File: src/prs_pkg.sv
package prs_pkg;
  // operation select codes presented by the pipeline
  typedef enum logic [2:0] {
    PRS_OP_VAR_ROUND_WORD,
    PRS_OP_IMM_ROUND_WORD,
    PRS_OP_IMM_HALF_PAIR,
    PRS_OP_VAR_HALF_PAIR,
    PRS_OP_IMM_QUAD_BYTE,
    PRS_OP_VAR_QUAD_BYTE,
    PRS_OP_VAR_ARITH_BYTE,
    PRS_OP_VAR_ROUND_BYTE
  } prs_op_t;

  // exception cause reported with a refused operation
  typedef enum logic [1:0] {
    PRS_EXC_NONE,
    PRS_EXC_RESERVED,
    PRS_EXC_DISABLED
  } prs_exc_t;

  localparam int PRS_WORD_W = 32;
  localparam int PRS_HALF_W = 16;
  localparam int PRS_BYTE_W = 8;
  localparam int PRS_WORD_CNT_W = 5;
  localparam int PRS_HALF_CNT_W = 4;
  localparam int PRS_BYTE_CNT_W = 3;
  localparam int PRS_REG_IDX_W = 5;
  localparam logic [31:0] PRS_RESULT_RST = 32'h0000_0000;
  localparam logic [4:0] PRS_IDX_RST = 5'h00;
  // revision level of each operation: one = base, two = second revision
  // the variable quad byte logical shift is a base operation
  localparam logic [7:0] PRS_REV2_MASK = 8'hDC;
endpackage : prs_pkg

File: src/prs_shifter.sv
`timescale 1ns/1ps
// Function
// - variable rounding word shift: arithmetic shift of second source, round
// - variable word count is first source bits four to zero
// - immediate rounding word shift: arithmetic shift by immediate, round
// - 33-bit intermediate, add one, keep bits 32 to 1
// - immediate halfword pair shift: each halfword zero filled, own lane
// - immediate halfword count is four bits, zero to fifteen
// - variable halfword pair shift zero fills both halfwords
// - variable halfword count is first source bits three to zero
// - immediate quad byte logical shift, each byte zero filled
// - variable quad byte logical shift, each byte zero filled
// - variable byte count is first source bits two to zero
// - arithmetic byte shift: zero count passes, else sign filled
// - rounding byte shift, zero count appends one zero guard bit
// - reserved trap if unsupported, disabled trap if disabled
// - no exception ever depends on operands, counts or results
module prs_shifter
  import prs_pkg::*;
#(
  parameter bit HAS_EXT = 1'b1,
  parameter bit HAS_REV2 = 1'b1
) (
  input wire logic i_sys_clk,
  input wire logic i_rst_n,
  input wire logic i_valid,
  input wire prs_pkg::prs_op_t i_op,
  input wire logic [31:0] i_source_reg_a,
  input wire logic [31:0] i_second_reg_field,
  input wire logic [4:0] i_shift_amount,
  input wire logic [4:0] i_dest_idx,
  input wire logic [4:0] i_src_idx,
  input wire logic i_ext_enable,
  input wire logic i_rev2_enable,
  output logic o_valid,
  output logic [31:0] o_result,
  output logic o_wr_en,
  output logic [4:0] o_wr_idx,
  output logic o_exc,
  output prs_pkg::prs_exc_t o_exc_cause
);
  import prs_pkg::*;

  typedef struct packed {
    logic valid;
    logic [31:0] result;
    logic wr_en;
    logic [4:0] wr_idx;
    logic exc;
    prs_exc_t cause;
  } prs_state_t;

  prs_state_t st_r;
  prs_state_t st_nxt;

  // count field per element width
  logic [4:0] cnt_word;
  logic [3:0] cnt_half;
  logic [2:0] cnt_byte;
  logic arith;
  logic round_b;
  logic [31:0] word_data;
  logic [31:0] half_res;
  logic [31:0] byte_res;
  logic [31:0] word_res;

  // operation belongs to the second revision
  function automatic logic is_rev2(input prs_op_t op);
    return PRS_REV2_MASK[op];
  endfunction

  // immediate forms take their operand from the source field
  function automatic logic is_imm(input prs_op_t op);
    return (op == PRS_OP_IMM_ROUND_WORD) || (op == PRS_OP_IMM_HALF_PAIR) ||
      (op == PRS_OP_IMM_QUAD_BYTE);
  endfunction

  // counts: immediate field or low bits of the first source
  always_comb begin
    if (is_imm(i_op)) begin
      cnt_word = i_shift_amount;
      cnt_half = i_shift_amount[PRS_HALF_CNT_W-1:0];
      cnt_byte = i_shift_amount[PRS_BYTE_CNT_W-1:0];
      word_data = i_source_reg_a;
    end else begin
      cnt_word = i_source_reg_a[PRS_WORD_CNT_W-1:0];
      cnt_half = i_source_reg_a[PRS_HALF_CNT_W-1:0];
      cnt_byte = i_source_reg_a[PRS_BYTE_CNT_W-1:0];
      word_data = i_second_reg_field;
    end
    arith = (i_op == PRS_OP_VAR_ARITH_BYTE) ||
      (i_op == PRS_OP_VAR_ROUND_BYTE);
    round_b = (i_op == PRS_OP_VAR_ROUND_BYTE);
  end

  // word lane: sign extended guard-bit shift then round
  prs_lane_shift #(
    .W(PRS_WORD_W),
    .CW(PRS_WORD_CNT_W)
  ) u_word (
    .i_value(word_data),
    .i_count(cnt_word),
    .i_arith(1'b1),
    .i_round(1'b1),
    .o_result(word_res)
  );

  // halfword and byte lanes share one generated structure
  genvar g;
  generate
    for (g = 0; g < 2; g++) begin : g_half
      prs_lane_shift #(
        .W(PRS_HALF_W),
        .CW(PRS_HALF_CNT_W)
      ) u_half (
        .i_value(word_data[g*16 +: 16]),
        .i_count(cnt_half),
        .i_arith(1'b0),
        .i_round(1'b0),
        .o_result(half_res[g*16 +: 16])
      );
    end
    for (g = 0; g < 4; g++) begin : g_byte
      prs_lane_shift #(
        .W(PRS_BYTE_W),
        .CW(PRS_BYTE_CNT_W)
      ) u_byte (
        .i_value(word_data[g*8 +: 8]),
        .i_count(cnt_byte),
        .i_arith(arith),
        .i_round(round_b),
        .o_result(byte_res[g*8 +: 8])
      );
    end
  endgenerate

  // result select and access check; data never reaches the trap logic
  always_comb begin
    st_nxt = st_r;
    st_nxt.valid = i_valid;
    st_nxt.wr_en = 1'b0;
    st_nxt.exc = 1'b0;
    st_nxt.cause = PRS_EXC_NONE;
    st_nxt.wr_idx = is_imm(i_op) ? i_src_idx : i_dest_idx;
    case (i_op)
      PRS_OP_VAR_ROUND_WORD: st_nxt.result = word_res;
      PRS_OP_IMM_ROUND_WORD: st_nxt.result = word_res;
      PRS_OP_IMM_HALF_PAIR: st_nxt.result = half_res;
      PRS_OP_VAR_HALF_PAIR: st_nxt.result = half_res;
      default: st_nxt.result = byte_res;
    endcase
    if (i_valid) begin
      if (!HAS_EXT || (is_rev2(i_op) && !HAS_REV2)) begin
        st_nxt.exc = 1'b1;
        st_nxt.cause = PRS_EXC_RESERVED;
      end else if (!i_ext_enable || (is_rev2(i_op) && !i_rev2_enable)) begin
        st_nxt.exc = 1'b1;
        st_nxt.cause = PRS_EXC_DISABLED;
      end else begin
        st_nxt.wr_en = 1'b1;
      end
    end
    if (!st_nxt.wr_en) begin
      st_nxt.result = PRS_RESULT_RST; // nothing stale leaks on a trap
    end
  end

  // single state register, one cycle latency
  always_ff @(posedge i_sys_clk) begin
    if (!i_rst_n) begin
      st_r.valid <= 1'b0;
      st_r.result <= PRS_RESULT_RST;
      st_r.wr_en <= 1'b0;
      st_r.wr_idx <= PRS_IDX_RST;
      st_r.exc <= 1'b0;
      st_r.cause <= PRS_EXC_NONE;
    end else begin
      st_r <= st_nxt;
    end
  end

  assign o_valid = st_r.valid;
  assign o_result = st_r.result;
  assign o_wr_en = st_r.wr_en;
  assign o_wr_idx = st_r.wr_idx;
  assign o_exc = st_r.exc;
  assign o_exc_cause = st_r.cause;
endmodule // prs_shifter

File: src/prs_lane_shift.sv
`timescale 1ns/1ps
// one element lane: logical, arithmetic or rounding arithmetic right shift
module prs_lane_shift #(
  parameter int W = 8,
  parameter int CW = 3
) (
  input wire logic [W-1:0] i_value,
  input wire logic [CW-1:0] i_count,
  input wire logic i_arith,
  input wire logic i_round,
  output logic [W-1:0] o_result
);
  logic [W:0] ext;
  logic [W:0] shifted;
  logic [W:0] rounded;

  // the value carries one guard bit below its lsb so rounding falls out
  // of a single add; a zero count leaves the guard at zero
  always_comb begin
    ext = {i_value, 1'b0};
    if (i_arith) begin
      // kept out of any mixed expression so the shift stays arithmetic
      shifted = $signed(ext) >>> i_count;
    end else begin
      shifted = ext >> i_count;
    end
    if (i_round) begin
      rounded = shifted + (W+1)'(1);
    end else begin
      rounded = shifted;
    end
    o_result = rounded[W:1];
  end
endmodule // prs_lane_shift

File: config.mk
export PLATFORM = sky130hd
export DESIGN_NAME = prs_shifter
export DESIGN_NICKNAME = d
export VERILOG_FILES = /design/src/prs_pkg.sv /design/src/prs_shifter.sv /design/src/prs_lane_shift.sv
export SDC_FILE = /design/constraint.sdc
export NUM_CORES = 1
export LEC_CHECK = 0
export ABC_AREA = 1
export BUFFER_PORTS_ARGS = -buffer_cell sky130_fd_sc_hd__buf_2
export CAP_MARGIN = 20
export CORE_AREA = 10 10 157 159
export CTS_BUF_LIST = sky130_fd_sc_hd__clkbuf_8
export DETAILED_ROUTE_END_ITERATION = 10
export DIE_AREA = 0 0 167 169
export GPL_TIMING_DRIVEN = 0
export PLACE_DENSITY = 0.87
export RECOVER_POWER = 100
export SYNTH_ARGS = -nofsm -noshare
export SYNTH_HDL_FRONTEND = slang
export SYNTH_HIERARCHICAL = 1
export SYNTH_SLANG_ARGS = --single-unit
File: constraint.sdc
create_clock -name i_sys_clk -period 3.6 [get_ports i_sys_clk]
set_input_delay 0.72 -clock i_sys_clk [delete_from_list [all_inputs] [get_ports i_sys_clk]]
set_output_delay 0.72 -clock i_sys_clk [all_outputs]
set_load 0.02 [all_outputs]
==> results of run 1 <==
routing by layer:
metal	vias up	track usage	wire length [um]
met5	-	0	0
met4	0	0.220	3510
met3	270	0.0445	4530
met2	1006	0.555	23400
met1	7410	0.375	18000
li1	7749	-	-
metrics by stage:
stage,total power [mW],hold WS [ns]
after CTS,4.12,0.595
final,4.46,0.598
after global routing,4.76,0.621
after floorplan,2.81,0.841
after detailed placement,3.57,0.948
after global placement,3.52,0.945
registers in the layout (all words and copies together), names as in the netlist:
name and count:
o_valid 1, o_wr_en 1, o_wr_idx 5, o_result 32, o_exc_cause 1
tightest hold or removal path: stages:
cell and delay, ns:
buf_2 0.07, nor2_1 0.03, nor2_1 0.08
what timing repair did:
action / CTS / global route
resized for setup: 88 / 124
setup endpoints to repair: 31 / 31
pin swaps: 25 / 55
buffers inserted: 14 / 33
gates cloned: 2 / 1
hold buffers: 0 / 0
cells in the mapped netlist, types with 3 or more instances:
| cell | count | area [um2] |
|---|---|---|
| buf_4 | 24 | 180 |
| inv_2 | 38 | 143 |
| nor2_2 | 24 | 150 |
| buf_1 | 4 | 15.0 |
| o211ai_1 | 11 | 82.6 |
| xor2_1 | 25 | 219 |
| buf_8 | 4 | 60.1 |
| o21ai_1 | 8 | 40.0 |
| nor2_1 | 163 | 612 |
| nor3_1 | 5 | 25.0 |
| dfxtp_1 | 40 | 801 |
| clkbuf_1 | 7 | 26.3 |
| nand4_1 | 33 | 206 |
| nand3b_1 | 4 | 30.0 |
| nor3_2 | 5 | 50.1 |
| a31oi_1 | 3 | 18.8 |
| buf_6 | 25 | 282 |
| buf_2 | 43 | 215 |
| ha_1 | 7 | 87.6 |
| xnor2_1 | 12 | 105 |
| nor2_4 | 16 | 180 |
| o21ai_0 | 21 | 105 |
| o211ai_2 | 5 | 62.6 |
| nand3_2 | 68 | 681 |
| nand3_4 | 8 | 140 |
| a21oi_1 | 46 | 230 |
| nand2_1 | 844 | 3170 |
| o22ai_2 | 4 | 50.1 |
| nand2_2 | 93 | 582 |
| nand2_4 | 16 | 180 |
| inv_1 | 197 | 739 |
| inv_12 | 4 | 65.1 |
| nand3_1 | 464 | 2320 |
worst max-delay path by stage:
stage,startpoint,to,slack [ns],cells past startpoint
6_report,i_op[2],o_result[15],-0.10,29
3_3_place_gp,i_op[1],o_result[15],-0.96,28
3_5_place_dp,i_op[1],o_result[15],-0.97,28
2_1_floorplan,i_op[1],o_result[23],0.002,30
4_1_cts,i_op[1],o_result[15],-0.006,29
5_1_grt,i_op[2],o_result[15],-0.27,29
area by class of cell:
class | count | area [um2]
buffer | 106 | 916
clock buffer | 6 | 82.6
clock inverter | 2 | 38.8
fill | 2074 | 7010
inverter | 245 | 1030
multi-input combinational | 1926 | 10300
sequential | 40 | 801
tap | 280 | 350
timing repair buffer | 175 | 1050
report_power, final:
part	internal [mW]	leakage [nW]	switching [mW]
Sequential	0.459	0.325	0.00465
Combinational	1.14	7.59	2.42
Clock	0.228	0.0614	0.212
kinds of logic (layout without fill, tap and decap cells):
family,Yosys count,in the layout,synth area share
AO/OA/AOI/OAI,108,108,0.0553
XOR/XNOR,37,37,0.0268
adder cells (fa/ha/maj),7,7,0.00723
buffers and inverters,354,534,0.150
flip-flops,40,40,0.0661
other,2,25,0.000620
AND/OR/NAND/NOR,1748,1749,0.694
==> results.yml, run 1 <==
floorplanning:
  ios: 129
  chipWidth_um: 167
  dieArea_um2: 28200
  placementRows: 54
  die_y_um: 169
  initial_core_util: 0.562
  core_area_um2: 21600
run:
  drv_cap: 0
global_routing:
  track_usage: 0.326
  grt_max_degree: 17
  grt_antenna_before_repair: 0
  overflow: 0
  grt_first_pass_wirelength_um: 76600
  grt_pass1_vias: 15000
min_path:
  hp-class: "primary input to flop"
  hold_end: "o_wr_idx[3]"
  min_path_cells: 3
  hp-start: "i_dest_idx[3]"
synthesis:
  avgSynthCellArea_um2: 5.27
  async_reset_ff_frac: 0
  syn_inst: 2296
  synth_seq_area_share: 0.0661
  ys.flop_type: "dfxtp_1"
  ys_types: 49
  synth_area_um2: 12100
  synth-seq-cells: 40
  synth-warning-count: 6
  synth-edff-count: 0
timing:
  period_needed_ns: 3.70
  finalHoldViolCount: 0
  finalMaxSlewViolations: 0
  finalSetupTns_ns: -0.635
  slew_headroom: 0.418
  rsz0062_at_grt: "true"
  worst_pin_slew_ns: 0.870
  fmax_ghz: 0.270
  timing.final.crit_share: 1.03
  setup_violations: 13
  fin_ws_ns: -0.102
power:
  power_density_nw_per_um2: 307
  peakVddDrop_v: 0.000146
  power.leakage_nw: 7.98
route:
  via_per_inst: 5.91
  wl_um: 49500
  postRouteAntennaNets: 0
  vias: 16400
  drt_iter0_markers: 2262
  route.detailed.drc: 0
  wl_per_cell_um: 17.8
  first_pass_iters: 7
clock_tree:
  htree_levels: 2
  path_clk_slew_ns: 0.11
  cts_tree: "done"
  clock-sinks: 40
  cts_made_buffers: 5
  clockRootBuffer: "clkbuf_8"
  clock_path_buffers: 2
setup_path:
  path_buf_inv: 6
  cpMostUsedCell: "nand2_1"
  crit_family: "simple AND/OR/NAND/NOR gates"
  end_kind: "flop"
  cpMaxStageDelayCell: "bufbuf_16"
  crit_type: "primary input to flop"
  critPathMaxFanout: 8
  critPathMaxStageDelay_ns: 0.27
  cp.arrival_ns: 3.96
  worstPathRequired_ns: 3.86
  start_kind: "primary input"
outcome:
  failed_checks: "setup timing"
  run_status: "finished with violations"
placement:
  finalWeightedCongestion: 1.06
  portBuffers: 125
  dp_slack_ns: -0.969
  dp_hpwl_um: 37100
  place_inst: 2725
  placed_cell_area_um2: 13200
layout:
  fin_util: 0.675
  layout-drive-gt1-share: 0.286
  num_antenna_cells: 0
  stdcell_count: 2780
  layout.nets: 2593
  mostFrequentLayoutCell: "nand2_1"
  final_cell_mix: "nand2_1 (778), nand3_1 (431), inv_1 (193)"
  final_cell_area_um2: 14500
  area_delta_synth_final_pct: 20.1
Power figures use the tool's default switching activity.
==> run 2: changes to the inputs <==
--- a/config.mk
+++ b/config.mk
@@ -15,6 +15,7 @@
 export GPL_TIMING_DRIVEN = 0
 export PLACE_DENSITY = 0.87
 export RECOVER_POWER = 100
+export SETUP_SLACK_MARGIN = 0.02
 export SYNTH_ARGS = -nofsm -noshare
 export SYNTH_HDL_FRONTEND = slang
 export SYNTH_HIERARCHICAL = 1
==> constraint.sdc (replaced) <==
create_clock -name i_sys_clk -period 3.6 [get_ports i_sys_clk]
set_input_delay 0.72 -clock i_sys_clk [delete_from_list [all_inputs] [get_ports i_sys_clk]]
set_output_delay 0.72 -clock i_sys_clk [all_outputs]
set_load 0.05 [all_outputs]
==> run 2 against run 1 <==
Effect of this change:
- the run still ends with setup timing left
- via count decreased by 0.58%
- global-route usage decreased by 2.4 points
- combinational power increased by 6.8%
- critical endpoint unchanged
==> results.yml, run 2 (synthesis gave the netlist of run 1 again) <==
outcome:
  run_status: "finished with violations"
  failed_checks: "setup timing"
placement:
  dp_slack_ns: -0.916
  dp_hpwl_um: 36000
  portBuffers: 125
  finalWeightedCongestion: 1.03
timing:
  finalSetupTns_ns: -1.37
  worst_pin_slew_ns: 0.888
  rsz0062_at_grt: "true"
  finalHoldViolCount: 0
  slew_headroom: 0.406
  fmax_ghz: 0.265
  finalMaxSlewViolations: 0
  period_needed_ns: 3.77
  setup_violations: 19
  fin_ws_ns: -0.175
  timing.final.crit_share: 1.05
route:
  wl_per_cell_um: 17.5
  dr.max_layer_used: "met4"
  met1_length_um: 20600
  wl_met3_um: 6340
  route.detailed.drc: 0
  postRouteAntennaNets: 0
  dr_wl_met2_um: 19800
  via_per_inst: 5.84
  vias: 16300
  wl_um: 48800
  first_pass_iters: 7
  drt_iter0_markers: 2156
layout:
  area_delta_synth_final_pct: 24.0
  mostFrequentLayoutCell: "nand2_1"
  largest_register_ffs: 32
  layout.nets: 2611
  num_antenna_cells: 0
  layout-drive-gt1-share: 0.311
  final_cell_mix: "nand2_1 (761), nand3_1 (410), inv_1 (190)"
power:
  internal_power_mw: 1.84
  power.leakage_nw: 8.16
  switching_share: 0.598
  power_switching_mw: 2.73
  power.total_mw: 4.57
  pwr-share-seq: 0.101
  power_density_nw_per_um2: 305
  pwr-share-comb: 0.830
  peakVddDrop_v: 0.000158
  p_clk_frac: 0.069
floorplanning:
  dieArea_um2: 28200
  ios: 129
  die_y_um: 169
  chipWidth_um: 167
  initial_core_util: 0.562
  core_area_um2: 21600
  placementRows: 54
clock_tree:
  htree_levels: 2
  ctsHoldBuffers: 0
  clock_path_buffers: 2
  cts_made_buffers: 5
  clockRootBuffer: "clkbuf_8"
  cts_tree: "done"
  path_clk_slew_ns: 0.08
  clock-sinks: 40
global_routing:
  grt_antenna_before_repair: 0
  grt_pass1_vias: 14100
  grt_first_pass_wirelength_um: 72200
  grt_max_degree: 17
  track_usage: 0.303
  overflow: 0
run:
  drv_cap: 0
setup_path:
  end_kind: "flop"
  cp.arrival_ns: 4.02
  start_kind: "primary input"
  worstPathRequired_ns: 3.85
  crit_type: "primary input to flop"
  critPathMaxFanout: 8
min_path:
  hp-class: "primary input to flop"
  min_path_cells: 3
==> run 2: cell count changes in the layout (fill, tap and decap cells not counted), moves of 4 or more <==
| cell | change |
|---|---|
| nand3_1 | -21 |
| a21oi_1 | -9 |
| nor2_1 | -4 |
| nand2_1 | -17 |
| nand2_2 | +13 |
| a21oi_2 | +11 |
| buf_8 | +4 |
| buf_4 | +11 |
| nand3_2 | +20 |
| nor2_4 | +8 |
| nor2_2 | -4 |
==> run 2: final timing paths <==
kind | startpoint | endpoint
hold / removal | i_dest_idx[1] | o_wr_idx[1]
setup / recovery | i_op[2] | o_result[15]
==> run 2: per-layer routing <==
layer	vias up	global-route usage
met1	7288	0.430
met5	-	0
met2	1087	0.442
met3	173	0.0630
met4	0	0.0997
li1	7792	-
==> run 2: stage by stage <==
step / cells / hold WS (ns) / area [um2] / util
after global placement: 2724 / 0.943 / 13200 / 0.614
final: 2798 / 0.642 / 15000 / 0.696
after floorplan: 2319 / 0.841 / 12300 / -
after global routing: 2798 / 0.668 / 15000 / 0.696
after detailed placement: 2725 / 0.964 / 13200 / 0.614
after CTS: 2757 / 0.647 / 13800 / 0.641
==> run 2: repair_timing <==
item                       4_1_cts  5_1_grt
setup endpoints to repair       31       28
gates resized for setup         73      225
pin swaps                       21       62
setup buffers                   21       38
gates cloned                     3        3
==> run 2: cell type report <==
class | count | area [um2]
clock buffers | 6 | 82.6
inverters | 245 | 1030
clock inverters | 2 | 15.0
flip-flops and latches | 40 | 801
fillers | 1984 | 6540
multi-input cells | 1927 | 10500
plain buffers | 109 | 991
well taps | 280 | 350
repair buffers | 189 | 1200
==> run 2: critical path: stages <==
cell	delay (ns)
buf_12	0.11
clkinv_8	0.07
nand2_8	0.07
nand3_4	0.10
nand2_8	0.15
buf_12	0.17
nand2_8	0.07
nand2_8	0.14
buf_8	0.16
nand2_1	0.11
nand3_1	0.17
nand3_1	0.13
nand2_2	0.12
nand2_1	0.07
nand3_1	0.07
nand3_1	0.10
nand2_2	0.15
buf_4	0.14
nand3_4	0.12
nor2_4	0.17
nand2_2	0.10
nor2_4	0.14
xor2_1	0.17
nand3_1	0.15
nand2_1	0.13
a21oi_2	0.05
nor2_1	0.13
==> run 2: power by group through the flow <==
stage / logic [mW] / clock network [mW] / registers [mW]
global route: 4.08 / 0.337 / 0.465
finish: 3.79 / 0.317 / 0.463
global placement: 3.09 / 0 / 0.473
floorplan: 2.32 / 0 / 0.536
CTS: 3.27 / 0.318 / 0.463
detailed placement: 3.14 / 0 / 0.474
